===== config.mk =====
export PLATFORM = sky130hd
export DESIGN_NAME = dad_datapath
export DESIGN_NICKNAME = d
export VERILOG_FILES = /design/src/logic/dad_pkg.sv /design/src/logic/dad_mult_if.sv /design/src/logic/dad_mult.sv /design/src/logic/dad_datapath.sv
export VERILOG_INCLUDE_DIRS = /design/src /design/src/logic
export SDC_FILE = /design/constraint.sdc
export NUM_CORES = 1
export LEC_CHECK = 0
export BUFFER_PORTS_ARGS = -buffer_cell sky130_fd_sc_hd__buf_2
export CAP_MARGIN = 40
export CORE_MARGIN = 3
export CORE_UTILIZATION = 25
export DETAILED_ROUTE_END_ITERATION = 12
export HOLD_SLACK_MARGIN = 0.02
export PLACE_DENSITY_LB_ADDON = 0.2
export SETUP_SLACK_MARGIN = 0.4
export SLEW_MARGIN = 20
export SYNTH_ARGS = -nofsm -noshare
export SYNTH_HDL_FRONTEND = slang
export SYNTH_SLANG_ARGS = --single-unit

===== constraint.sdc =====
create_clock -name ref_clk_in -period 8.11 [get_ports ref_clk_in]
set_input_delay 0.811 -clock ref_clk_in [delete_from_list [all_inputs] [get_ports ref_clk_in]]
set_output_delay 0.811 -clock ref_clk_in [all_outputs]
set_load 0.1 [all_outputs]

===== src/logic/dad_defs.svh =====
// timing counts, field positions and reset values of the arithmetic datapath
// assumes inclusion by bare name from logic/ files only
`ifndef DAD_DEFS_SVH
`define DAD_DEFS_SVH

`define DAD_WORD_W 16
`define DAD_ACC_W 32
`define DAD_OP_W 5
`define DAD_SCALE_W 4
`define DAD_STORE_W 3
`define DAD_PM_W 2
`define DAD_BITSEL_W 4
`define DAD_HIGH_SHIFT 5'h10
`define DAD_SXM_POS 10
`define DAD_STATUS_RST 16'h0400
`define DAD_PM_RST 2'h0
`define DAD_PM_NONE 2'h0
`define DAD_PM_LEFT1 2'h1
`define DAD_PM_LEFT4 2'h2
`define DAD_PM_RIGHT6 2'h3
`define DAD_MAC_CYCLES 1

`endif


===== src/logic/dad_pkg.sv =====
// types shared by the arithmetic datapath and its bench
// assumes dad_defs.svh sits beside it
`include "dad_defs.svh"
package dad_pkg;
   typedef enum logic [4:0] {
      DAD_OP_NOP = 5'h00,
      DAD_OP_LOAD = 5'h01,
      DAD_OP_ADD = 5'h02,
      DAD_OP_SUB = 5'h03,
      DAD_OP_ADD_HIGH = 5'h04,
      DAD_OP_AND = 5'h05,
      DAD_OP_OR = 5'h06,
      DAD_OP_XOR = 5'h07,
      DAD_OP_ADD_PROD = 5'h08,
      DAD_OP_SUB_PROD = 5'h09,
      DAD_OP_LOAD_LATCH = 5'h0A,
      DAD_OP_MULT = 5'h0B,
      DAD_OP_MAC = 5'h0C,
      DAD_OP_STORE_HIGH = 5'h0D,
      DAD_OP_STORE_LOW = 5'h0E,
      DAD_OP_BRANCH_ACC = 5'h0F,
      DAD_OP_NORMALIZE = 5'h10,
      DAD_OP_BIT_TEST = 5'h11,
      DAD_OP_LOAD_STATUS = 5'h12,
      DAD_OP_SET_PM = 5'h13,
      DAD_OP_ZERO = 5'h14
   } dad_op_t;
endpackage


===== src/logic/dad_mult_if.sv =====
// signals between the datapath control and the multiplier
// assumes one clock shared by both ends
`timescale 1ns/1ns
interface dad_mult_if;
   logic latch_load;
   logic [15:0] latch_value;
   logic mul_go;
   logic [15:0] mul_a;
   logic [15:0] mul_b;
   logic [15:0] latch;
   logic [31:0] product;
   modport ctrl (output latch_load, latch_value, mul_go, mul_a, mul_b,
      input latch, product);
   modport mult (input latch_load, latch_value, mul_go, mul_a, mul_b,
      output latch, product);
endinterface


===== src/logic/dad_mult.sv =====
// signed 16x16 multiplier with operand latch and product holder
// assumes the control end raises mul_go for one cycle per product
`timescale 1ns/1ns
`include "dad_defs.svh"
module dad_mult (
   input wire logic ref_clk_in,
   input wire logic nrst_in,
   dad_mult_if.mult mif
);
   logic [15:0] multiplier_operand_latch;
   logic [31:0] multiplier_result_holder;
   logic [15:0] next_latch;
   logic [31:0] next_result;

   always_comb begin
      next_latch = multiplier_operand_latch;
      next_result = multiplier_result_holder;
      if (mif.latch_load) begin
         next_latch = mif.latch_value;
      end
      if (mif.mul_go) begin
         next_result = 32'($signed(mif.mul_a) * $signed(mif.mul_b));
      end
   end

   always_ff @(posedge ref_clk_in or negedge nrst_in) begin
      if (!nrst_in) begin
         multiplier_operand_latch <= 16'h0000;
         multiplier_result_holder <= 32'h0000_0000;
      end else begin
         multiplier_operand_latch <= next_latch;
         multiplier_result_holder <= next_result;
      end
   end

   assign mif.latch = multiplier_operand_latch;
   assign mif.product = multiplier_result_holder;

   mult_product_a: assert property (
      @(posedge ref_clk_in) disable iff (!nrst_in)
      mif.mul_go |=> multiplier_result_holder ==
      32'($signed($past(mif.mul_a)) * $signed($past(mif.mul_b))))
      else $error("product holder wrong after multiply");
   latch_hold_a: assert property (
      @(posedge ref_clk_in) disable iff (!nrst_in)
      !mif.latch_load |=> $stable(multiplier_operand_latch))
      else $error("operand latch changed without load");
endmodule


===== src/logic/dad_datapath.sv =====
// arithmetic datapath: scaling shifter, alu, accumulator, store shifters
// assumes decoder and data bus on the same clock; one op per valid cycle
// How it works
// - shifter takes 16 bits, gives 32, shift 0-16
// - zero fill low, sign or zero fill high
// - alu operands: accumulator plus product or shifter
// - alu result written back to accumulator
// - accumulator stored as two 16-bit halves
// - store shift leaves accumulator untouched
// - branch target taken from accumulator
// - normalize the accumulator value
// - test one data word bit for branching
// - full signed 32-bit product in one cycle
// - 16-bit operand latch, 32-bit product holder
// - product output passes four-mode shifter
// - mac takes both operands each cycle
// - 2-bit field selects product shift
// - 4-bit instruction code sets scaling shift
`timescale 1ns/1ns
`include "dad_defs.svh"
module dad_datapath (
   input wire logic ref_clk_in,
   input wire logic nrst_in,
   input wire logic op_valid_in,
   input wire dad_pkg::dad_op_t op_code_in,
   input wire logic [3:0] scale_shift_in,
   input wire logic [2:0] store_shift_in,
   input wire logic [1:0] pm_value_in,
   input wire logic [3:0] bit_select_in,
   input wire logic [15:0] data_in,
   input wire logic [15:0] prog_in,
   output logic [31:0] acc_out,
   output logic [15:0] data_out,
   output logic data_oe_out,
   output logic branch_out,
   output logic [15:0] branch_addr_out,
   output logic test_flag_out,
   output logic [15:0] status_out,
   output logic [1:0] pm_out,
   output logic [15:0] operand_latch_out,
   output logic [31:0] product_out
);
   dad_mult_if mif ();

   dad_mult u_mult (
      .ref_clk_in(ref_clk_in),
      .nrst_in(nrst_in),
      .mif(mif.mult)
   );

   logic [31:0] acc;
   logic [15:0] status_word_zero;
   logic [1:0] product_shift_code_field;
   logic [15:0] store_data;
   logic store_oe;
   logic branch;
   logic [15:0] branch_addr;
   logic test_flag;
   logic [31:0] next_acc;
   logic [15:0] next_status;
   logic [1:0] next_pm;
   logic [15:0] next_store_data;
   logic next_store_oe;
   logic next_branch;
   logic [15:0] next_branch_addr;
   logic next_test_flag;

   logic sign_extension_select;
   logic [4:0] shift_amt;
   logic [31:0] extended;
   logic [31:0] scaled;
   logic [31:0] shifted_product;
   logic [31:0] store_shifted;
   logic [31:0] alu_b;
   logic use_product;
   dad_pkg::dad_op_t op;

   assign op = op_valid_in ? op_code_in : dad_pkg::DAD_OP_NOP;
   assign sign_extension_select = status_word_zero[`DAD_SXM_POS];

   // scaling shifter
   always_comb begin
      shift_amt = {1'b0, scale_shift_in};
      if (op == dad_pkg::DAD_OP_ADD_HIGH) begin
         shift_amt = `DAD_HIGH_SHIFT;
      end
      if (sign_extension_select) begin
         extended = {{16{data_in[15]}}, data_in};
      end else begin
         extended = {16'h0000, data_in};
      end
      scaled = extended << shift_amt;
   end

   // product output shifter
   always_comb begin
      case (product_shift_code_field)
         `DAD_PM_NONE: shifted_product = mif.product;
         `DAD_PM_LEFT1: shifted_product = {mif.product[30:0], 1'b0};
         `DAD_PM_LEFT4: shifted_product = {mif.product[27:0], 4'h0};
         `DAD_PM_RIGHT6: begin
            shifted_product = {{6{mif.product[31]}}, mif.product[31:6]};
         end
         default: shifted_product = mif.product;
      endcase
   end

   assign store_shifted = acc << store_shift_in;
   assign use_product = (op == dad_pkg::DAD_OP_ADD_PROD) ||
      (op == dad_pkg::DAD_OP_SUB_PROD) || (op == dad_pkg::DAD_OP_MAC);
   assign alu_b = use_product ? shifted_product : scaled;

   // multiplier control
   always_comb begin
      mif.latch_load = 1'b0;
      mif.latch_value = data_in;
      mif.mul_go = 1'b0;
      mif.mul_a = mif.latch;
      mif.mul_b = data_in;
      case (op)
         dad_pkg::DAD_OP_LOAD_LATCH: mif.latch_load = 1'b1;
         dad_pkg::DAD_OP_MULT: mif.mul_go = 1'b1;
         dad_pkg::DAD_OP_MAC: begin
            mif.latch_load = 1'b1;
            mif.mul_go = 1'b1;
            mif.mul_a = prog_in;
         end
         default: mif.mul_go = 1'b0;
      endcase
   end

   // alu, accumulator and store path
   always_comb begin
      next_acc = acc;
      next_status = status_word_zero;
      next_pm = product_shift_code_field;
      next_store_data = store_data;
      next_store_oe = 1'b0;
      next_branch = 1'b0;
      next_branch_addr = branch_addr;
      next_test_flag = test_flag;
      case (op)
         dad_pkg::DAD_OP_LOAD: next_acc = alu_b;
         dad_pkg::DAD_OP_ADD: next_acc = acc + alu_b;
         dad_pkg::DAD_OP_ADD_HIGH: next_acc = acc + alu_b;
         dad_pkg::DAD_OP_SUB: next_acc = acc - alu_b;
         dad_pkg::DAD_OP_AND: next_acc = acc & alu_b;
         dad_pkg::DAD_OP_OR: next_acc = acc | alu_b;
         dad_pkg::DAD_OP_XOR: next_acc = acc ^ alu_b;
         dad_pkg::DAD_OP_ADD_PROD: next_acc = acc + alu_b;
         dad_pkg::DAD_OP_SUB_PROD: next_acc = acc - alu_b;
         dad_pkg::DAD_OP_MAC: next_acc = acc + alu_b;
         dad_pkg::DAD_OP_ZERO: next_acc = 32'h0000_0000;
         dad_pkg::DAD_OP_STORE_HIGH: begin
            next_store_data = store_shifted[31:16];
            next_store_oe = 1'b1;
         end
         dad_pkg::DAD_OP_STORE_LOW: begin
            next_store_data = store_shifted[15:0];
            next_store_oe = 1'b1;
         end
         dad_pkg::DAD_OP_BRANCH_ACC: begin
            next_branch = 1'b1;
            next_branch_addr = acc[15:0];
         end
         dad_pkg::DAD_OP_NORMALIZE: begin
            // one step per op; flag high once the top two bits differ or the accumulator is zero
            if ((acc[31] != acc[30]) || (acc == 32'h0000_0000)) begin
               next_test_flag = 1'b1;
            end else begin
               next_acc = {acc[30:0], 1'b0};
               next_test_flag = 1'b0;
            end
         end
         dad_pkg::DAD_OP_BIT_TEST: begin
            // bit code 0 selects the word's most significant bit
            next_test_flag = data_in[4'hF - bit_select_in];
         end
         dad_pkg::DAD_OP_LOAD_STATUS: next_status = data_in;
         dad_pkg::DAD_OP_SET_PM: next_pm = pm_value_in;
         default: next_acc = acc;
      endcase
   end

   always_ff @(posedge ref_clk_in or negedge nrst_in) begin
      if (!nrst_in) begin
         acc <= 32'h0000_0000;
         status_word_zero <= `DAD_STATUS_RST;
         product_shift_code_field <= `DAD_PM_RST;
         store_data <= 16'h0000;
         store_oe <= 1'b0;
         branch <= 1'b0;
         branch_addr <= 16'h0000;
         test_flag <= 1'b0;
      end else begin
         acc <= next_acc;
         status_word_zero <= next_status;
         product_shift_code_field <= next_pm;
         store_data <= next_store_data;
         store_oe <= next_store_oe;
         branch <= next_branch;
         branch_addr <= next_branch_addr;
         test_flag <= next_test_flag;
      end
   end

   assign acc_out = acc;
   assign data_out = store_data;
   assign data_oe_out = store_oe;
   assign branch_out = branch;
   assign branch_addr_out = branch_addr;
   assign test_flag_out = test_flag;
   assign status_out = status_word_zero;
   assign pm_out = product_shift_code_field;
   assign operand_latch_out = mif.latch;
   assign product_out = mif.product;

   scale_load_a: assert property (
      @(posedge ref_clk_in) disable iff (!nrst_in)
      (op == dad_pkg::DAD_OP_LOAD) |=> acc == $past(scaled))
      else $error("load did not place scaled word");
   high_add_a: assert property (
      @(posedge ref_clk_in) disable iff (!nrst_in)
      (op == dad_pkg::DAD_OP_ADD_HIGH)
      |=> acc == $past(acc) + {$past(data_in), 16'h0000})
      else $error("high add did not shift by sixteen");
   zero_fill_a: assert property (
      @(posedge ref_clk_in) disable iff (!nrst_in)
      (op == dad_pkg::DAD_OP_LOAD && !sign_extension_select)
      |=> acc == ({16'h0000, $past(data_in)} << $past(scale_shift_in)))
      else $error("high bits not zero filled");
   sign_fill_a: assert property (
      @(posedge ref_clk_in) disable iff (!nrst_in)
      (op == dad_pkg::DAD_OP_LOAD && sign_extension_select)
      |=> acc == (32'($signed($past(data_in))) << $past(scale_shift_in)))
      else $error("high bits not sign filled");
   alu_add_a: assert property (
      @(posedge ref_clk_in) disable iff (!nrst_in)
      (op == dad_pkg::DAD_OP_ADD) |=> acc == $past(acc) + $past(scaled))
      else $error("add result not in accumulator");
   alu_sub_a: assert property (
      @(posedge ref_clk_in) disable iff (!nrst_in)
      (op == dad_pkg::DAD_OP_SUB) |=> acc == $past(acc) - $past(scaled))
      else $error("subtract result not in accumulator");
   alu_and_a: assert property (
      @(posedge ref_clk_in) disable iff (!nrst_in)
      (op == dad_pkg::DAD_OP_AND) |=> acc == ($past(acc) & $past(scaled)))
      else $error("and result not in accumulator");
   alu_xor_a: assert property (
      @(posedge ref_clk_in) disable iff (!nrst_in)
      (op == dad_pkg::DAD_OP_XOR) |=> acc == ($past(acc) ^ $past(scaled)))
      else $error("xor result not in accumulator");
   prod_add_a: assert property (
      @(posedge ref_clk_in) disable iff (!nrst_in)
      (op == dad_pkg::DAD_OP_ADD_PROD)
      |=> acc == $past(acc) + $past(shifted_product))
      else $error("product add wrong");
   prod_sub_a: assert property (
      @(posedge ref_clk_in) disable iff (!nrst_in)
      (op == dad_pkg::DAD_OP_SUB_PROD)
      |=> acc == $past(acc) - $past(shifted_product))
      else $error("product subtract wrong");
   pm_right_a: assert property (
      @(posedge ref_clk_in) disable iff (!nrst_in)
      (product_shift_code_field == `DAD_PM_RIGHT6)
      |-> $signed(shifted_product) == ($signed(mif.product) >>> 6))
      else $error("right shift of product wrong");
   pm_set_a: assert property (
      @(posedge ref_clk_in) disable iff (!nrst_in)
      (op == dad_pkg::DAD_OP_SET_PM) |=> pm_out == $past(pm_value_in))
      else $error("product shift code not loaded");
   store_keep_a: assert property (
      @(posedge ref_clk_in) disable iff (!nrst_in)
      (op == dad_pkg::DAD_OP_STORE_HIGH)
      |=> data_oe_out && $stable(acc)
      && data_out == $past(store_shifted[31:16]))
      else $error("high store wrong or accumulator changed");
   store_low_a: assert property (
      @(posedge ref_clk_in) disable iff (!nrst_in)
      (op == dad_pkg::DAD_OP_STORE_LOW)
      |=> data_oe_out && data_out == $past(store_shifted[15:0]))
      else $error("low store wrong");
   store_pulse_a: assert property (
      @(posedge ref_clk_in) disable iff (!nrst_in)
      !(op == dad_pkg::DAD_OP_STORE_HIGH || op == dad_pkg::DAD_OP_STORE_LOW)
      |=> !data_oe_out)
      else $error("store enable without store");
   branch_acc_a: assert property (
      @(posedge ref_clk_in) disable iff (!nrst_in)
      (op == dad_pkg::DAD_OP_BRANCH_ACC)
      |=> branch_out && branch_addr_out == $past(acc[15:0])
      ##1 branch_out == $past(op == dad_pkg::DAD_OP_BRANCH_ACC))
      else $error("branch target not from accumulator");
   bit_test_a: assert property (
      @(posedge ref_clk_in) disable iff (!nrst_in)
      (op == dad_pkg::DAD_OP_BIT_TEST)
      |=> test_flag_out == $past(data_in[4'hF - bit_select_in]))
      else $error("bit test flag wrong");
   mult_latch_a: assert property (
      @(posedge ref_clk_in) disable iff (!nrst_in)
      (op == dad_pkg::DAD_OP_LOAD_LATCH)
      |=> operand_latch_out == $past(data_in))
      else $error("operand latch not loaded");
   mult_use_a: assert property (
      @(posedge ref_clk_in) disable iff (!nrst_in)
      (op == dad_pkg::DAD_OP_MULT) |=> product_out ==
      32'($signed($past(operand_latch_out)) * $signed($past(data_in))))
      else $error("multiply did not use operand latch");
   mac_pair_a: assert property (
      @(posedge ref_clk_in) disable iff (!nrst_in)
      (op == dad_pkg::DAD_OP_MAC) |=> operand_latch_out == $past(data_in)
      && product_out == 32'($signed($past(prog_in))
      * $signed($past(data_in))))
      else $error("mac operands not taken together");
   norm_step_a: assert property (
      @(posedge ref_clk_in) disable iff (!nrst_in)
      (op == dad_pkg::DAD_OP_NORMALIZE && acc[31] == acc[30]
      && acc != 32'h0000_0000) |=> acc == {$past(acc[30:0]), 1'b0}
      && !test_flag_out)
      else $error("normalize step wrong");
   norm_done_a: assert property (
      @(posedge ref_clk_in) disable iff (!nrst_in)
      (op == dad_pkg::DAD_OP_NORMALIZE && (acc[31] != acc[30]
      || acc == 32'h0000_0000)) |=> $stable(acc) && test_flag_out)
      else $error("normalize did not stop");
   refused_hold_a: assert property (
      @(posedge ref_clk_in) disable iff (!nrst_in)
      !op_valid_in |=> $stable(acc) && $stable(status_out)
      && $stable(pm_out) && $stable(operand_latch_out)
      && $stable(product_out) && !data_oe_out && !branch_out)
      else $error("idle cycle changed state");
endmodule


# --- After elaboration in Yosys (flattened, before gate mapping) ---
# Cells that the tools add are included.
# Widths: inputs -> output; s select.
totals:
  reg_bits: 133
  inputBits: 53
  output_inout_bits: 133
  elab_cells: 76
op_classes:
  addsub: 3
  n_mul: 1
  order_cmp: 1
  n_eq_ne: 25
  n_shift: 2
  muxes: 17
  n_bitwise: 3
  reduce_logical: 14
ops:
  columns: ["op", "count"]
  rows:
  - ["$pmux 32 s8", 1]
  - ["$pmux 32 s4", 1]
  - ["$mux 32", 3]
  - ["$eq 5x4->1 const B", 8]
  - ["$add 32x32->32", 1]
  - ["$and 32x32->32", 1]
  - ["$logic_not 32->1", 1]
  - ["$mul 16x16->32", 1]
  - ["$or 32x32->32", 1]
  - ["$pmux 16 s2", 1]
  - ["$shl 32x3->32", 1]
  - ["$shl 32x5->32", 1]
  - ["$sub 32x32->32", 1]
  - ["$xor 32x32->32", 1]
  - ["$eq 5x5->1 const B", 5]
  - ["$eq 5x3->1 const B", 4]
  - ["$mux 16", 1]
  - ["$eq 5x2->1 const B", 2]
  - ["$mux 5", 2]
  - ["$reduce_bool 8->1", 1]
  - ["$reduce_or 2->1", 4]
  - ["$mux 1", 6]
  - ["$eq 5x1->1 const B", 1]
  - ["$lt 4x5->1 const B", 1]
  - ["12 further kinds", 16]

# --- Depth between registers and ports, before layout ---
# Gate-level depths: netlist of run 1.
depth:
  word_depth: 7
  depth_mapped: 30
  mapped_depth_nobuf: 26

# --- Cells and area by module ---
# A second synthesis of run 1 with hierarchy kept.
hier_totals:
  cells_unflattened: 2621
  hier_area_um2: 23312.4
modules_own_cells:
  columns: ["module", "n_inst", "cells_per_inst", "area_each_um2", "seq_area_each_um2"]
  rows:
  - ["dad_datapath", 1, 1434, 11741.3, 2128.3]
  - ["dad_mult", 1, 1187, 11571.1, 1201.2]

# --- Least setup slack after synthesis of run 1 ---
# No wires, ideal clock.
synth_path:
  kind: "input to register"
  start: "input op_code_in[4]"
  end: "register u_mult.multiplier_result_holder[28] (netlist: u_mult.mif.product[28])"
  setup_time_ns: 0.146
  arrival_time_ns: 7.920
  required_time_ns: 7.964
  slack_ns: 0.044
  stages: 28
  n_path_buf: 4
  path_cell_list: "buf_2 -> and3b_1 -> buf_2 -> nand3_1 -> clkbuf_1 -> clkbuf_1 -> mux2i_1 -> nor2_1 -> fa_1 -> inv_1 -> fa_1 -> inv_1 -> fa_1 -> fa_1 -> fa_1 -> inv_1 -> fa_1 -> inv_1 -> ha_1 -> a21o_1 -> a21o_1 -> a21oi_1 -> nor2_1 -> a211o_1 -> o41a_1 -> a31oi_1 -> mux2i_1 -> o311ai_0"
synth_via:
  elab_chain_len: 4
  word_cells_on_any_way: 7
  classes_between: "mul: 1; eq/ne: 2; mux: 3; reduce/logical: 1"
synth_rtl:
  columns: ["item", "line", "rtl"]
  rows:
  - ["start, declared", "dad_datapath.sv:25", "input wire dad_pkg::dad_op_t op_code_in,"]
  - ["$mux 5 *", "dad_datapath.sv:78", "assign op = op_valid_in ? op_code_in : dad_pkg::DAD_OP_NOP;"]
  - ["$eq 5x4->1", "dad_datapath.sv:120", "case (op)"]
  - ["$mux 16 / $reduce_or 2->1 (equally long branches)", null, null]
  - ["$mul 16x16->32 / $mux 1 (equally long branches)", "dad_mult.sv:22, dad_datapath.sv:120", null]
  - ["end signal, assigned", "dad_mult.sv:32", "multiplier_result_holder <= next_result;"]
  - ["end, declared", "dad_mult.sv:11", "logic [31:0] multiplier_result_holder;"]
# Mark *: on every way between the ends. The rest lies on a longest branch, timed or not.
# A chain may end at the register's enable or synchronous reset.

# --- Worst setup path in the final report of run 1 ---
layout_path:
  start: "input op_code_in[1]"
  end: "register u_mult.multiplier_result_holder[31] (netlist: u_mult.mif.product[31])"
# Same word-level chain as after synthesis.

==> flow_metrics.tcl, run 1 <==
set metrics [dict create \
    port_buffers 185 \
    drv_slew 0 \
    place_congestion 0.886 \
    grt_max_degree 77 \
    grt_usage 0.185 \
    slew_headroom 0.430 \
    initial_core_util 0.253 \
    htree_levels 4 \
    place_area_um2 25900 \
    min_path_type "in2async" \
    grt_setup_unrepaired "false" \
    die_w_um 311 \
    antenna_found_initial 5 \
    drc 0 \
    num_io_pins 186 \
    drt-total-wl_um 89800 \
    syn_to_final_growth_pct 14.1 \
    fin_worst_skew_ps 18.0 \
    synth.net_count 3085 \
    hold_viol_final 0 \
    syn_area_per_cell_um2 8.98 \
    ys_ff_latch 133 \
    fmax_mhz 136 \
    fin_crit_sh 0.907 \
    stdcell_area_um2 26500 \
    tightest_slew_ps 856 \
    clkTransAtPathRegs_ps 80 \
    worstSetupEndpointType "register" \
    drive_above_1_share 0.181 \
    layout_commonest_cell "inv_1" \
    synth_area_um2 23200 \
    routedWlPerCell_um 22.5 \
    vias_per_cell 4.94 \
    ys_warn_count 0 \
    synth.distinct_cells 95 \
    cts_root_buffer "clkbuf_16" \
    drt_iter0_markers 1627 \
    grt_pass1_wl_um 135000 \
    drt-pass1-iter-count 5 \
    period_minus_slack_ps 7360 \
    final_core_util 0.288 \
    path_class "in2reg" \
    core_um2 91900 \
    synthCells 2589 \
    dieArea_um2 96700 \
    synth_edf_count 0 \
    vias 19700 \
    numClockSinks 133 \
    maxCapViolCount 0 \
    fp.dieH_um 311 \
    clockBufferDepth 2 \
    cts_buffers 17 \
    nNetsFinal 3230 \
    dp_cells 3953 \
    worst-path-max-fanout 12 \
    cts_tree "done" \
    final_cell_mix "inv_1 (360), fa_1 (262), nand2_1 (253), buf_2 (185), ha_1 (180)" \
    cp_data_arrival_time_ps 7720 \
    seq_area_frac_synth 0.143 \
    setup_viol_count_final 0 \
    fp-row-count 111 \
    insertion_delay_ps 510 \
    async_reset_ff_frac 1.00 \
    grt-ovfl-total 0 \
    fin_cells 3993 \
    synth_flop_cell "dfrtp_1" \
    post-dp-hpwl_um 70700 \
    critical_path.startpoint_type "primary input" \
    status "completed" \
    antenna_left 0 \
    grt_pass1_vias 20400 \
    required_ps 8480 \
]
[synthesized netlist by cell type (all sizes together) (14+ instances only)]
cell type / count / area share
mux2: 95 / 0.046
nor4: 14 / 0.0038
a31oi: 21 / 0.0057
a22oi: 40 / 0.013
xnor2: 70 / 0.026
nand2: 256 / 0.042
mux2i: 66 / 0.028
nor2: 119 / 0.019
o21ai: 159 / 0.034
nor2b: 21 / 0.0057
a21oi: 110 / 0.024
a21o: 30 / 0.0097
mux4: 44 / 0.043
nand3: 30 / 0.0065
clkbuf: 110 / 0.018
ha: 180 / 0.097
nand2b: 24 / 0.0065
dfrtp: 132 / 0.14
buf: 44 / 0.011
a211oi: 18 / 0.0060
fa: 263 / 0.23
and2: 95 / 0.026
inv: 363 / 0.059
xor2: 21 / 0.0079
nor3: 22 / 0.0047
o211ai: 20 / 0.0067
o221ai: 18 / 0.0068
a221oi: 25 / 0.011
[per-stage QoR]
| stage | hold slack, ps | setup WS, ps | TNS, ps |
|---|---|---|---|
| after global routing | 136 | 407 | 0 |
| after CTS | 349 | 499 | 0 |
| after global placement | 467 | -7.77 | -7.77 |
| after detailed placement | 470 | -18.2 | -18.2 |
| final | 147 | 753 | 0 |
| after floorplan | 515 | 418 | 0 |
[worst paths after layout]
kind,slack (ps),end,from,cells after the start
setup / recovery,750,u_mult.mif.product[31]$_DFFE_PN0P_,op_code_in[1],26
max in group asynchronous,6740,status_out[10]$_DFFE_PN1N_,nrst_in,4
min in group ref_clk_in,470,test_flag_out$_DFFE_PN0P_,test_flag_out$_DFFE_PN0P_,2
hold / removal,150,acc_out[26]$_DFFE_PN0P_,nrst_in,1
hold reg to reg,470,test_flag_out$_DFFE_PN0P_,test_flag_out$_DFFE_PN0P_,2
setup reg to reg,1300,u_mult.mif.product[31]$_DFFE_PN0P_,u_mult.mif.latch[8]$_DFFE_PN0P_,23
[state kept, by name, summed over array words and instances, names as in the netlist]
signal and count:
acc_out 32, branch_addr_out 16, branch_out 1, data_oe_out 1, data_out 16, pm_out 2, status_out 16, test_flag_out 1
u_mult.mif.latch 16, u_mult.mif.product 32
[cell families after synthesis]
family | count (synthesis) | synth area share
flip-flops | 133 | 0.143
adder cells (fa/ha/maj) | 443 | 0.323
buffers and inverters | 519 | 0.0881
XOR/XNOR | 91 | 0.0343
AND/OR/NAND/NOR | 644 | 0.134
multiplexers | 205 | 0.117
AO/OA/AOI/OAI | 554 | 0.159
[layer usage]
layer  GRT usage  part of all wire  vias to the layer above
li1            -                 -                     9090
met1       0.225              0.41                    10000
met2       0.339              0.52                      507
met3      0.0197             0.037                      120
met4      0.0642             0.031                        0
met5           0                 0                        -
[worst max-delay path: stages]
cell and delay, ps:
buf_2 110, nor2_1 230, nand3_4 240, mux2_2 450
and2_1 210, fa_1 530, inv_1 50, fa_1 480
fa_1 540, inv_1 60, fa_1 510, fa_1 490
inv_1 50, fa_1 480, inv_1 40, ha_1 310
and4_1 220, o21ai_0 160, o211a_1 300, nor4_1 360
buf_4 180, o2111ai_1 220, nand3b_1 190, a21oi_1 90
xnor2_1 290, o21ai_0 120
[layout make-up]
class | count | area, µm²
diodes | 3 | 7.51
clock buffers | 17 | 425
clock inverters | 15 | 154
fillers | 9943 | 65400
inverters | 365 | 1370
multi-input cells | 1937 | 17900
flip-flops and latches | 133 | 3330
well taps | 1243 | 1560
repair buffers | 280 | 1740
[what timing repair did]
item	4_1_cts	5_1_grt
setup buffers	0	2
endpoints found under the setup margin	0	6
gates resized for setup	0	1
hold buffers	0	0
Power of run 1 is not shown: default switching activity piles up to over one toggle a cycle in this logic, so the estimate is an artifact.
==> inputs of run 2 (changes only) <==
--- a/config.mk
+++ b/config.mk
@@ -9,7 +9,7 @@
 export BUFFER_PORTS_ARGS = -buffer_cell sky130_fd_sc_hd__buf_2
 export CAP_MARGIN = 40
 export CORE_MARGIN = 3
-export CORE_UTILIZATION = 25
+export CORE_UTILIZATION = 55
 export DETAILED_ROUTE_END_ITERATION = 12
 export HOLD_SLACK_MARGIN = 0.02
 export PLACE_DENSITY_LB_ADDON = 0.2
==> constraint.sdc (replaced) <==
create_clock -name ref_clk_in -period 8.11 [get_ports ref_clk_in]
set_input_delay 1.622 -clock ref_clk_in [delete_from_list [all_inputs] [get_ports ref_clk_in]]
set_output_delay 1.622 -clock ref_clk_in [all_outputs]
set_load 0.1 [all_outputs]
==> flow_metrics.tcl, run 2 (same netlist as run 1, synthesis figures left out) <==
set metrics [dict create \
    grt_setup_unrepaired "true" \
    worst_hold_slack_ps 479 \
    r2r-end "u_mult.mif.product[30]$_DFFE_PN0P_" \
    fin_worst_skew_ps 18.0 \
    grt_pass1_wl_um 126000 \
    dieArea_um2 44800 \
    clockBufferDepth 2 \
    layout_commonest_cell "inv_1" \
    fmax_mhz 130 \
    final_cell_mix "inv_1 (354), fa_1 (257), nand2_1 (250), buf_2 (184), ha_1 (168)" \
    fp.dieH_um 212 \
    min_path_type "reg2reg" \
    maxCapViolCount 0 \
    cpMostUsedCell "fa_1" \
    initial_core_util 0.563 \
    drc 0 \
    vias 20900 \
    grt_max_degree 70 \
    drt-total-wl_um 82700 \
    finalWorstSetupSlack_ps 396 \
    syn_to_final_growth_pct 14.5 \
    setup_viol_count_final 0 \
    htree_levels 4 \
    tightest_slew_ps 930 \
    cts_tree "done" \
    place_congestion 0.993 \
    antenna_left 0 \
    critical_path.startpoint_type "primary input" \
    drt_iter0_markers 1897 \
    grt_usage 0.374 \
    required_ps 8470 \
    drive_above_1_share 0.223 \
    slew_headroom 0.380 \
    path_class "in2reg" \
    die_w_um 212 \
    crit_path_max_incr_delay_ps 570 \
    numClockSinks 133 \
    routedWlPerCell_um 24.6 \
    port_buffers 185 \
    r2r_slack_ps 1830 \
    fp-row-count 74 \
    num_io_pins 186 \
    crit_start "op_code_in[4]" \
    post-dp-hpwl_um 64600 \
    hold_viol_final 0 \
    clkTransAtPathRegs_ps 70 \
    antenna_found_initial 6 \
    core_um2 41300 \
    critPathCapture "u_mult.mif.product[30]$_DFFE_PN0P_" \
    cts_root_buffer "clkbuf_16" \
    nNetsFinal 3304 \
    period_minus_slack_ps 7710 \
    fin_crit_sh 0.951 \
    grt_pass1_vias 21500 \
    drt-pass1-iter-count 6 \
    cp_data_arrival_time_ps 8080 \
    r2r_cells 22 \
    grt-ovfl-total 0 \
    status "completed" \
    r2r_start "u_mult.mif.latch[5]$_DFFE_PN0P_" \
    worst-path-max-fanout 16 \
    vias_per_cell 6.23 \
    worstSetupEndpointType "register" \
    crit_slowest_cell "fa_2" \
    drv_slew 0 \
    cts_buffers 17 \
    place_ws_ps -396 \
    insertion_delay_ps 500 \
]
## run 2: repair_timing
item                                    in CTS  in global routing
endpoints found under the hold margin        0                  0
endpoints found under the setup margin       6                 10
gates cloned                                 0                  0
buffers inserted                             0                  9
pin swaps                                    0                 18
gates resized for setup                      5                 32
hold buffers                                 0                  0
## run 2: how the worst min path moves through the flow
| stage | start | endpoint | slack (ps) | cells past startpoint |
|---|---|---|---|---|
| global route | test_flag_out$_DFFE_PN0P_ | test_flag_out$_DFFE_PN0P_ | 510 | 2 |
| floorplan | status_out[10]$_DFFE_PN1N_ | status_out[10]$_DFFE_PN1N_ | 890 | 1 |
| finish | test_flag_out$_DFFE_PN0P_ | test_flag_out$_DFFE_PN0P_ | 480 | 2 |
| detailed placement | test_flag_out$_DFFE_PN0P_ | test_flag_out$_DFFE_PN0P_ | 470 | 2 |
| global placement | test_flag_out$_DFFE_PN0P_ | test_flag_out$_DFFE_PN0P_ | 460 | 2 |
| CTS | test_flag_out$_DFFE_PN0P_ | test_flag_out$_DFFE_PN0P_ | 480 | 2 |
## run 2: through the flow
step	cells	util	setup TNS [ps]	cell area [µm²]
3_5_place_dp	3311	0.624	-1600	25700
4_1_cts	3343	0.639	0	26400
6_report	3356	0.644	0	26600
5_1_grt	3353	0.644	0	26600
2_1_floorplan	2589	-	0	23600
3_3_place_gp	3306	0.621	-908	25700
## run 2: per-layer routing
metal	share of wire	routed length, µm	GRT usage
met1	0.39	32500	0.479
met2	0.46	38000	0.597
met3	0.097	8020	0.0947
met4	0.050	4110	0.177
met5	0.00047	39	0
## run 2: layout make-up
cell class / instances / area, µm²
inverter: 365 / 1370
sequential: 133 / 3330
timing repair buffer: 354 / 2300
antenna: 3 / 7.51
fill: 3457 / 14700
tap: 532 / 666
multi-input combinational: 1937 / 18300
clock inverter: 12 / 154
clock buffer: 20 / 457
## run 2: critical path, delay by kind of cell
family                   cells  cell delay [ps]
multiplexers                 1              350
AO/OA/AOI/OAI                6             1260
AND/OR/NAND/NOR              5              760
adder cells (fa/ha/maj)      7             3180
XOR/XNOR                     1              190
buffers and inverters        7              660
Power of run 2 is left out for the same reason.
==> inputs of run 3 (changes only) <==
--- a/config.mk
+++ b/config.mk
@@ -8,7 +8,7 @@
 export LEC_CHECK = 0
 export BUFFER_PORTS_ARGS = -buffer_cell sky130_fd_sc_hd__buf_2
 export CAP_MARGIN = 40
-export CORE_MARGIN = 3
+export CORE_MARGIN = 2
 export CORE_UTILIZATION = 55
 export DETAILED_ROUTE_END_ITERATION = 12
 export HOLD_SLACK_MARGIN = 0.02
==> flow_metrics.tcl, run 3 (same netlist as run 1, synthesis figures left out) <==
set metrics [dict create \
    layout_commonest_cell "inv_1" \
    routedWlPerCell_um 24.5 \
    fp-row-count 75 \
    clockBufferDepth 2 \
    cts_buffers 17 \
    stdcell_area_um2 26400 \
    crit_slowest_cell "fa_1" \
    status "completed" \
    finalWorstSetupSlack_ps 354 \
    drt-pass1-iter-count 8 \
    drive_above_1_share 0.213 \
    drt_iter0_markers 2085 \
    grt_usage 0.382 \
    required_ps 8460 \
    fp.dieH_um 210 \
    place_ws_ps -204 \
    grt_util_met3 0.0804 \
    hold_viol_final 0 \
    grt.met1_usage 0.498 \
    setup_viol_count_final 0 \
    drt-total-wl_um 81800 \
    fin_worst_skew_ps 15.9 \
    post-dp-hpwl_um 64600 \
    cpMostUsedCell "fa_1" \
    num_io_pins 186 \
    fin_crit_sh 0.956 \
    vias 21100 \
    drc 0 \
    met2_usage 0.596 \
    worst-path-max-fanout 21 \
    die_w_um 210 \
    vias_per_cell 6.33 \
    place_congestion 1.00 \
    fmax_mhz 129 \
    cts_tree "done" \
    worstSetupEndpointType "register" \
    critical_path.startpoint_type "primary input" \
    drv_slew 0 \
    slew_headroom 0.286 \
    cts_hold_buf 0 \
    grt.busiest_layer "met2" \
    antenna_left 0 \
    core_um2 41900 \
    clkTransAtPathRegs_ps 60 \
    antenna_found_initial 4 \
    cp_data_arrival_time_ps 8110 \
    grt_max_degree 74 \
    port_buffers 185 \
    cts_root_buffer "clkbuf_16" \
    htree_levels 4 \
    insertion_delay_ps 500 \
    final_cell_mix "inv_1 (354), fa_1 (258), nand2_1 (251), buf_2 (184), ha_1 (168)" \
    initial_core_util 0.555 \
    period_minus_slack_ps 7760 \
    nNetsFinal 3282 \
    grt-ovfl-total 0 \
    fin_tns_setup_ps 0 \
    grt_pass1_wl_um 126000 \
    maxCapViolCount 0 \
    grt_pass1_vias 21300 \
    grt_setup_unrepaired "true" \
    tightest_slew_ps 1070 \
    min_path_type "reg2reg" \
    place_area_um2 25600 \
    syn_to_final_growth_pct 13.4 \
    dieArea_um2 43900 \
    crit_path_max_incr_delay_ps 550 \
    path_class "in2reg" \
    numClockSinks 133 \
]
==> run 3: cell types whose count changed in the layout (fill, tap and decap cells not counted), sizes merged <==
cell,before,now
buf,353,332
clkbuf,21,17
clkinv,8,4
inv,363,373
bufinv,3,0
==> run 3: worst paths after layout <==
| kind | endpoint | cells after the start | slack (ps) | start |
|---|---|---|---|---|
| max | u_mult.mif.product[28]$_DFFE_PN0P_ | 26 | 350 | op_code_in[3] |
| min | test_flag_out$_DFFE_PN0P_ | 2 | 480 | test_flag_out$_DFFE_PN0P_ |
| max reg2reg | u_mult.mif.product[28]$_DFFE_PN0P_ | 22 | 1720 | u_mult.mif.latch[7]$_DFFE_PN0P_ |
| min reg2reg | test_flag_out$_DFFE_PN0P_ | 2 | 480 | test_flag_out$_DFFE_PN0P_ |
| max in group asynchronous | acc_out[5]$_DFFE_PN0P_ | 3 | 6350 | nrst_in |
| min in group asynchronous | acc_out[31]$_DFFE_PN0P_ | 1 | 960 | nrst_in |
==> run 3: layout make-up <==
type	count	area (µm²)
Clock buffer	17	425
Fill cell	3601	15500
Timing Repair Buffer	332	2140
Antenna cell	3	7.51
Sequential cell	133	3330
Inverter	365	1370
Multi-Input combinational cell	1937	18300
Tap cell	539	674
Clock inverter	15	136
==> run 3: worst max-delay path: cells and delay by family <==
family | cells | cell delay, ps
AO/OA/AOI/OAI | 6 | 1270
adder cells (fa/ha/maj) | 7 | 3280
AND/OR/NAND/NOR | 5 | 620
multiplexers | 2 | 540
buffers and inverters | 6 | 770
==> run 3: what timing repair did <==
action / CTS / global route
gates resized for setup: 5 / 13
setup buffers: 0 / 0
endpoints found under the setup margin: 6 / 7
pin swaps: 0 / 1
==> run 3: through the flow <==
| step | util | hold slack (ps) | cells |
|---|---|---|---|
| 2_1_floorplan | - | 888 | 2589 |
| 3_3_place_gp | 0.610 | 461 | 3298 |
| 3_5_place_dp | 0.612 | 479 | 3303 |
| 4_1_cts | 0.626 | 494 | 3335 |
| 5_1_grt | 0.630 | 516 | 3339 |
| 6_report | 0.630 | 481 | 3341 |
==> run 3: per-layer routing <==
layer  vias to the layer above  part of all wire
met3                       250             0.094
li1                       9214                 -
met2                      1215              0.46
met5                         -           0.00033
met1                     10500              0.39
met4                         4             0.060
Power of run 3 is left out for the same reason.
